### config.mk
export PLATFORM = sky130hd
export DESIGN_NAME = stepper_phase_sequencer
export DESIGN_NICKNAME = d
export VERILOG_FILES = /design/src/hdl/stepper_phase_sequencer_pkg.sv /design/src/hdl/stepper_phase_sequencer.sv
export VERILOG_INCLUDE_DIRS = /design/src /design/src/hdl
export SDC_FILE = /design/constraint.sdc
export NUM_CORES = 1
export LEC_CHECK = 0
export BUFFER_PORTS_ARGS = -buffer_cell sky130_fd_sc_hd__buf_2
export CAP_MARGIN = 20
export CORE_MARGIN = 1.5
export CORE_UTILIZATION = 45
export DETAILED_ROUTE_END_ITERATION = 6
export HOLD_SLACK_MARGIN = 0.15
export PLACE_DENSITY = 0.73
export SYNTH_ARGS = -nofsm -noshare
export SYNTH_HDL_FRONTEND = slang
export SYNTH_SLANG_ARGS = --single-unit
### constraint.sdc
create_clock -name clk -period 1.8 [get_ports clk]
set_clock_uncertainty 0.05 [all_clocks]
set_input_delay 0.09 -clock clk [delete_from_list [all_inputs] [get_ports clk]]
set_output_delay 0.09 -clock clk [all_outputs]
set_load 0.05 [all_outputs]
### src/hdl/stepper_phase_sequencer_regs.svh
// Register offsets, field positions and reset values of the phase sequencer
`ifndef STEPPER_PHASE_SEQUENCER_REGS_SVH
`define STEPPER_PHASE_SEQUENCER_REGS_SVH

`define SPS_OFF_CTRL 4'h0
`define SPS_OFF_STATUS 4'h4
`define SPS_OFF_STEPCNT 4'h8

`define SPS_CTRL_FORCE_OFF 0
`define SPS_CTRL_CNT_CLEAR 1

`define SPS_STAT_INDEX_LO 0
`define SPS_STAT_INDEX_HI 2
`define SPS_STAT_MODE 3
`define SPS_STAT_DIR 4
`define SPS_STAT_ENABLE 5
`define SPS_STAT_RESET_N 6
`define SPS_STAT_WIND_LO 8
`define SPS_STAT_WIND_HI 11

`define SPS_INDEX_INIT 3'h0
`define SPS_FORCE_OFF_RST 1'h0

`endif

### src/hdl/stepper_phase_sequencer_pkg.sv
// Types shared by the phase sequencer
package stepper_phase_sequencer_pkg;

  typedef struct packed {
    logic first_winding_pos;
    logic first_winding_neg;
    logic second_winding_pos;
    logic second_winding_neg;
  } winding_s;

  typedef struct packed {
    logic step_clk;
    logic mode_half;
    logic rotation_dir;
    logic sys_reset_n;
    logic enable;
  } pin_s;

  typedef logic [2:0] phase_index_t;

endpackage : stepper_phase_sequencer_pkg

### src/hdl/stepper_phase_sequencer.sv
// Step-pulse driven phase sequencer for a unipolar two-phase stepping motor
// Function
// - Pattern advances one step only on a rising step clock edge.
// - Mode low gives full-step two-phase, mode high gives half-step 1-2 phase.
// - Direction low steps forward, direction high steps in reverse order.
// - While reset pin is low, sequencer held in reset and outputs off.
// - Reset state drives first winding positive and second winding negative.
// - Enable low forces all four outputs off; enable high drives normally.
// - Toggling enable never resets the sequencer; position continues afterward.
// - A static step clock keeps the present pattern, holding position.
`include "stepper_phase_sequencer_regs.svh"

module stepper_phase_sequencer
  import stepper_phase_sequencer_pkg::*;
#(
  parameter int CNT_W = 16
) (
  // Clock and reset
  input wire logic clk,
  input wire logic arst_n,
  // Controller pins
  input wire logic step_clk,
  input wire logic mode_half,
  input wire logic rotation_dir,
  input wire logic sys_reset_n,
  input wire logic enable,
  // Winding drive
  output winding_s windings,
  // Avalon-MM slave
  input wire logic [3:0] address,
  input wire logic read,
  input wire logic write,
  input wire logic [31:0] writedata,
  input wire logic [3:0] byteenable,
  output logic [31:0] readdata,
  output logic waitrequest
);

  if (CNT_W < 1 || CNT_W > 32) begin : g_bad_cnt_w
    $error("CNT_W must lie between 1 and 32");
  end

  // Position in the eight-entry half-step table; even entries are two-winding
  function automatic winding_s phase_pattern(input phase_index_t idx);
    winding_s w;
    w = '0;
    case (idx)
      3'h0: w = '{1'b1, 1'b0, 1'b0, 1'b1};
      3'h1: w = '{1'b1, 1'b0, 1'b0, 1'b0};
      3'h2: w = '{1'b1, 1'b0, 1'b1, 1'b0};
      3'h3: w = '{1'b0, 1'b0, 1'b1, 1'b0};
      3'h4: w = '{1'b0, 1'b1, 1'b1, 1'b0};
      3'h5: w = '{1'b0, 1'b1, 1'b0, 1'b0};
      3'h6: w = '{1'b0, 1'b1, 1'b0, 1'b1};
      3'h7: w = '{1'b0, 1'b0, 1'b0, 1'b1};
      default: w = '0;
    endcase
    return w;
  endfunction : phase_pattern

  function automatic phase_index_t next_index(input phase_index_t idx, input logic half,
                                              input logic rev);
    phase_index_t stride;
    stride = 3'h1;
    // Full step from a single-winding entry moves one to the nearest two-winding entry
    if (!half && !idx[0]) begin
      stride = 3'h2;
    end
    return rev ? phase_index_t'(idx - stride) : phase_index_t'(idx + stride);
  endfunction : next_index

  // Pin synchronisers: the first stage feeds only the second
  pin_s pins_meta_r;
  pin_s pins_r;
  logic step_prev_r;
  logic step_rise;

  always_ff @(posedge clk or negedge arst_n) begin
    if (!arst_n) begin
      pins_meta_r <= '0;
      pins_r <= '0;
      step_prev_r <= 1'b0;
    end else begin
      pins_meta_r <= '{step_clk, mode_half, rotation_dir, sys_reset_n, enable};
      pins_r <= pins_meta_r;
      step_prev_r <= pins_r.step_clk;
    end
  end

  // Only a low-to-high transition counts; falling edges and levels do nothing
  assign step_rise = pins_r.step_clk && !step_prev_r;

  // Sequencer position
  phase_index_t index_r;
  phase_index_t index_nxt;

  // Mode picks the stride, direction the sign
  assign index_nxt = next_index(index_r, pins_r.mode_half,
                                pins_r.rotation_dir);

  always_ff @(posedge clk or negedge arst_n) begin
    if (!arst_n) begin
      index_r <= `SPS_INDEX_INIT;
    end else if (!pins_r.sys_reset_n) begin
      index_r <= `SPS_INDEX_INIT;
    end else if (step_rise) begin
      index_r <= index_nxt;
    end
  end

  // Software control and step counter
  logic force_off_r;
  logic [CNT_W-1:0] step_cnt_r;
  logic waitrequest_r;
  logic bus_write;
  logic cnt_clear;

  assign bus_write = write && !waitrequest_r;
  assign cnt_clear = bus_write && address == `SPS_OFF_CTRL && byteenable[0] &&
                     writedata[`SPS_CTRL_CNT_CLEAR];

  always_ff @(posedge clk or negedge arst_n) begin
    if (!arst_n) begin
      force_off_r <= `SPS_FORCE_OFF_RST;
    end else if (bus_write && address == `SPS_OFF_CTRL && byteenable[0]) begin
      force_off_r <= writedata[`SPS_CTRL_FORCE_OFF];
    end
  end

  // A step landing on the clear cycle is still counted
  always_ff @(posedge clk or negedge arst_n) begin
    if (!arst_n) begin
      step_cnt_r <= '0;
    end else if (step_rise && pins_r.sys_reset_n) begin
      step_cnt_r <= cnt_clear ? CNT_W'(1) : CNT_W'(step_cnt_r + 1'b1);
    end else if (cnt_clear) begin
      step_cnt_r <= '0;
    end
  end

  // Winding drive; disable blanks outputs but leaves the position untouched
  winding_s windings_r;

  always_ff @(posedge clk or negedge arst_n) begin
    if (!arst_n) begin
      windings_r <= '0;
    end else if (!pins_r.sys_reset_n || !pins_r.enable || force_off_r) begin
      windings_r <= '0;
    end else begin
      windings_r <= phase_pattern(index_r);
    end
  end

  assign windings = windings_r;

  // Avalon slave: one wait cycle, answer on the following edge
  logic [31:0] readdata_r;
  logic [31:0] status_word;

  always_comb begin
    status_word = '0;
    status_word[`SPS_STAT_INDEX_HI:`SPS_STAT_INDEX_LO] = index_r;
    status_word[`SPS_STAT_MODE] = pins_r.mode_half;
    status_word[`SPS_STAT_DIR] = pins_r.rotation_dir;
    status_word[`SPS_STAT_ENABLE] = pins_r.enable;
    status_word[`SPS_STAT_RESET_N] = pins_r.sys_reset_n;
    status_word[`SPS_STAT_WIND_HI:`SPS_STAT_WIND_LO] = windings_r;
  end

  always_ff @(posedge clk or negedge arst_n) begin
    if (!arst_n) begin
      waitrequest_r <= 1'b1;
    end else if ((read || write) && waitrequest_r) begin
      waitrequest_r <= 1'b0;
    end else begin
      waitrequest_r <= 1'b1;
    end
  end

  always_ff @(posedge clk or negedge arst_n) begin
    if (!arst_n) begin
      readdata_r <= '0;
    end else if (read && waitrequest_r) begin
      case (address)
        `SPS_OFF_CTRL: readdata_r <= {31'h0, force_off_r};
        `SPS_OFF_STATUS: readdata_r <= status_word;
        `SPS_OFF_STEPCNT: readdata_r <= 32'(step_cnt_r);
        default: readdata_r <= 32'h0;
      endcase
    end
  end

  assign readdata = readdata_r;
  assign waitrequest = waitrequest_r;
endmodule : stepper_phase_sequencer

==> insert_results.sql <==
INSERT INTO impl_metrics (metric_group, metric, value, unit) VALUES
('status', 'outcome', 'finished, final reports clean', ''),
('placement', 'final_replace_weighted_congestion', '0.798', ''),
('pwr', 'p_leak', '1.31', 'nW'),
('global_route', 'antenna_found_initial', '0', ''),
('final_layout', 'finalNetCount', '331', ''),
('timing', 'slew_margin_rel', '66.7', '%'),
('global_route', 'grt_pass1_wl', '7.91', 'mm'),
('clock_network', 'cts_buffer_depth', '2', ''),
('timing', 'setup_violations', '0', ''),
('synthesis', 'post_synth_main_area_contributors', 'dfrtp_1, nand2_1, buf_4, o21ai_0, a22oi_1', ''),
('pwr', 'worst_ir_drop_vdd', '0.602', 'mV'),
('final_layout', 'layout_commonest_cell', 'dfrtp_1', ''),
('final_layout', 'final_area', '2850', 'µm²'),
('final_layout', 'commonest_cells_after_routing_fill_and_taps_aside', 'dfrtp_1, buf_2, nand2_1', ''),
('clock_network', 'clock_insertion_delay_worst_skew', '300', 'ps'),
('pwr', 'p_sw', '0.00105', 'W'),
('critical_path', 'crit_path_end_kind', 'register', ''),
('synthesis', 'ys.warnings.count', '0', ''),
('floorplanning', 'die_w', '76.2', 'µm'),
('final_layout', 'fillCellCount', '484', ''),
('pwr', 'power.share.clock', '22.8', '%'),
('placement', 'place_area', '2660', 'µm²'),
('timing', 'min_period_over_period', '95.0', '%'),
('synthesis', 'synth.largest_area_cell', 'dfrtp_1', ''),
('timing', 'drv_slew', '0', ''),
('route', 'drt.antenna.violating_nets', '0', ''),
('final_layout', 'layout-drive-gt1-share', '23.1', '%'),
('floorplanning', 'pin_count', '86', ''),
('placement', 'detailedPlace.worstSlack', '79.6', 'ps'),
('critical_path', 'setup_cp_type', 'register to register', ''),
('placement', 'dp_hpwl', '3.43', 'mm'),
('synthesis', 'postSynthCellCount', '228', ''),
('route', 'drt-wirelength-per-cell', '13.6', 'µm'),
('global_route', 'grtUsageTotal', '17.1', '%'),
('final_layout', 'multi_input_comb_area', '986', 'µm²'),
('floorplanning', 'placeableCoreArea', '5140', 'µm²'),
('floorplanning', 'floorplan.rows', '26', ''),
('pwr', 'sw_frac_of_total', '35.5', '%'),
('placement', 'cell_count_post_placement', '332', ''),
('pwr', 'share_comb_of_total_power', '23.8', '%'),
('route', 'routed-via-count', '1774', ''),
('timing', 'timing_hold_violations_final', '0', ''),
('timing', 'clock.fmax', '585', 'MHz'),
('route', 'drt_pass1_iterations', '4', ''),
('synthesis', 'synth.avg_cell_area', '10.6', 'µm²'),
('global_route', 'grt_pass1_vias', '1694', ''),
('clock_network', 'cts_tree', 'yes', ''),
('timing', 'fin_ws', '90.1', 'ps'),
('clock_network', 'htreeDepth', '2', ''),
('global_route', 'maximum_number_of_pins_on_one_net_before_global_route_repair', '53', ''),
('final_layout', 'area_growth_syn_to_layout', '18.5', '%'),
('floorplanning', 'start_util', '46.9', '%'),
('synthesis', 'synth_top_cell_area_share', '53.0', '%'),
('placement', 'portbufs', '36', ''),
('pwr', 'powerDensity', '1040', 'nW/µm²'),
('final_layout', 'fin_cells', '351', ''),
('pwr', 'cellInternalPower', '0.00192', 'W'),
('flow_run', 'maxCapViolCount', '0', ''),
('route', 'drcViolationCount', '0', ''),
('synthesis', 'syn_area', '2410', 'µm²'),
('route', 'vias_per_cell', '5.05', ''),
('route', 'drt_iter0_drc', '91', ''),
('floorplanning', 'fp.dieArea', '5800', 'µm²'),
('clock_network', 'tritoncts_num_sinks', '52', ''),
('floorplanning', 'chipHeight', '76.2', 'µm'),
('final_layout', 'regArea', '1300', 'µm²'),
('min_path', 'min_path_type', 'input pin to register', ''),
('final_layout', 'antenna_cells', '0', ''),
('pwr', 'seq_power_share', '53.5', '%'),
('clock_network', 'numCtsBuffers', '5', ''),
('clock_network', 'cts_root_buffer', 'clkbuf_8', ''),
('synthesis', 'synth-seq-area-share', '54.1', '%'),
('route', 'detail_route.wirelength', '4.77', 'mm'),
('critical_path', 'crit_required', '1950', 'ps'),
('critical_path', 'crit_path_start_kind', 'register', ''),
('clock_network', 'clk_pin_slew', '90', 'ps'),
('timing', 'timing.final.crit_period', '1710', 'ps'),
('critical_path', 'arrival', '1860', 'ps'),
('timing', 'rsz_0062_raised_after_global_routing', 'no', ''),
('timing', 'setup_tns', '0', 'ps'),
('synthesis', 'ys_types', '44', ''),
('critical_path', 'crit_fanout', '2', ''),
('synthesis', 'synth_seq_cells', '52', ''),
('timing', 'slew_of_the_pin_with_the_lowest_slew_margin', '496', 'ps'),
('global_route', 'overflow', '0', '');
==> synth_stat cells <==
| cell | instances |
|---|---|
| buf_6 | 1 |
| o21a_1 | 1 |
| a22oi_1 | 11 |
| nor4bb_1 | 1 |
| nand4_1 | 3 |
| buf_4 | 16 |
| nor2b_1 | 3 |
| inv_1 | 2 |
| nor2_1 | 12 |
| a21oi_1 | 6 |
| nand4b_1 | 2 |
| and3_1 | 2 |
| nand2b_1 | 1 |
| nand3_2 | 1 |
| dfrtp_1 | 51 |
| xor2_1 | 7 |
| xnor2_1 | 4 |
| o21ai_1 | 1 |
| nor3_1 | 3 |
| nor4_4 | 1 |
| buf_2 | 3 |
| a311o_1 | 1 |
| nand3b_1 | 1 |
| a2111o_1 | 1 |
| a21oi_2 | 1 |
| nor4b_2 | 1 |
| o21ai_0 | 19 |
| or4_1 | 1 |
| mux2_2 | 2 |
| o31ai_1 | 1 |
| nand3_1 | 9 |
| or3_1 | 2 |
| dfstp_2 | 1 |
| clkbuf_1 | 6 |
| conb_1 | 1 |
| mux2i_1 | 4 |
| or4b_4 | 1 |
| nor4_1 | 1 |
| fa_1 | 1 |
| and4b_4 | 1 |
| and2_1 | 5 |
| ha_1 | 1 |
| nand2_1 | 34 |
| nand4_4 | 1 |
==> flip-flops by register name, indices dropped and copies added, names as in the netlist <==
signal and flops:
step_cnt_r 16, force_off_r 1, windings 4, waitrequest 1, index_r 3, pins_r 5, pins_meta_r 5, readdata 16
step_prev_r 1
==> power by group through the flow <==
| stage | Sequential (W) | Clock [W] | Combinational (W) |
|---|---|---|---|
| 2_1_floorplan | 0.00160 | 0 | 0.000495 |
| 3_3_place_gp | 0.00160 | 0 | 0.000671 |
| 3_5_place_dp | 0.00161 | 0 | 0.000687 |
| 4_1_cts | 0.00159 | 0.000696 | 0.000707 |
| 5_1_grt | 0.00162 | 0.000734 | 0.000786 |
| 6_report | 0.00159 | 0.000676 | 0.000706 |
==> per-stage QoR <==
| step | power, W | hold slack, ps | util [%] |
|---|---|---|---|
| 2_1_floorplan | 0.00209 | -256 | - |
| 3_3_place_gp | 0.00227 | 54.2 | 51.7 |
| 3_5_place_dp | 0.00230 | 52.4 | 51.7 |
| 4_1_cts | 0.00299 | 160 | 55.2 |
| 5_1_grt | 0.00314 | 188 | 55.5 |
| 6_report | 0.00297 | 163 | 55.5 |
==> routing by layer <==
metal	routed length [µm]	GRT usage [%]
met1	2140	22.3
met2	2360	27.9
met3	151	3.11
met4	113	7.78
met5	0	0
==> cells by family (layout without fill, tap and decap cells) <==
| logic type | after synthesis | count (layout) | synth area share [%] |
|---|---|---|---|
| AOI/OAI and AO/OA | 42 | 42 | 10.7 |
| xor gates and xnor gates | 11 | 11 | 4.00 |
| buffers and inverters | 28 | 66 | 7.32 |
| DFF | 52 | 52 | 54.1 |
| adders and majority gates | 2 | 2 | 1.35 |
| muxes | 6 | 6 | 2.60 |
| and+or+nand+nor | 86 | 86 | 19.8 |
| other | 1 | 16 | 0.156 |
==> worst max-delay path, stage by stage, from the launching register on <==
cell	delay, ps
dfrtp_1	400
o21a_1	210
fa_1	420
xor2_1	160
nand2_1	80
xnor2_1	140
and2_1	150
==> worst paths after layout <==
check                                               from                      end  slack, ps  cells after the start
min in group asynchronous                         arst_n  readdata[7]$_DFFE_PN0P_        240                      3
worst max register to register       pins_r[3]$_DFF_PN0_   index_r[2]$_DFFE_PN0P_         90                      6
worst min register to register  pins_meta_r[3]$_DFF_PN0_      pins_r[3]$_DFF_PN0_        310                      0
worst max-delay path                 pins_r[3]$_DFF_PN0_   index_r[2]$_DFFE_PN0P_         90                      6
max in group asynchronous                         arst_n    waitrequest$_DFF_PN1_       1170                      3
worst min-delay path                          address[3]  force_off_r$_DFFE_PN0P_        160                      4
==> what timing repair did <==
action,4_1_cts,5_1_grt
resized for setup,0,0
endpoints found under the hold margin,59,0
setup endpoints to repair,0,1
buffers inserted,0,2
hold buffers,9,0
==> final cells by class <==
type                       instances  area share (%)
clock buffer                       6            2.89
clock inverter                     2           0.351
inverter                           2           0.263
multi-input combinational        163            34.5
sequential                        52            45.6
tap                               70            3.07
timing repair buffer              56            13.2
No activity file was read; power rests on OpenSTA's default activity.
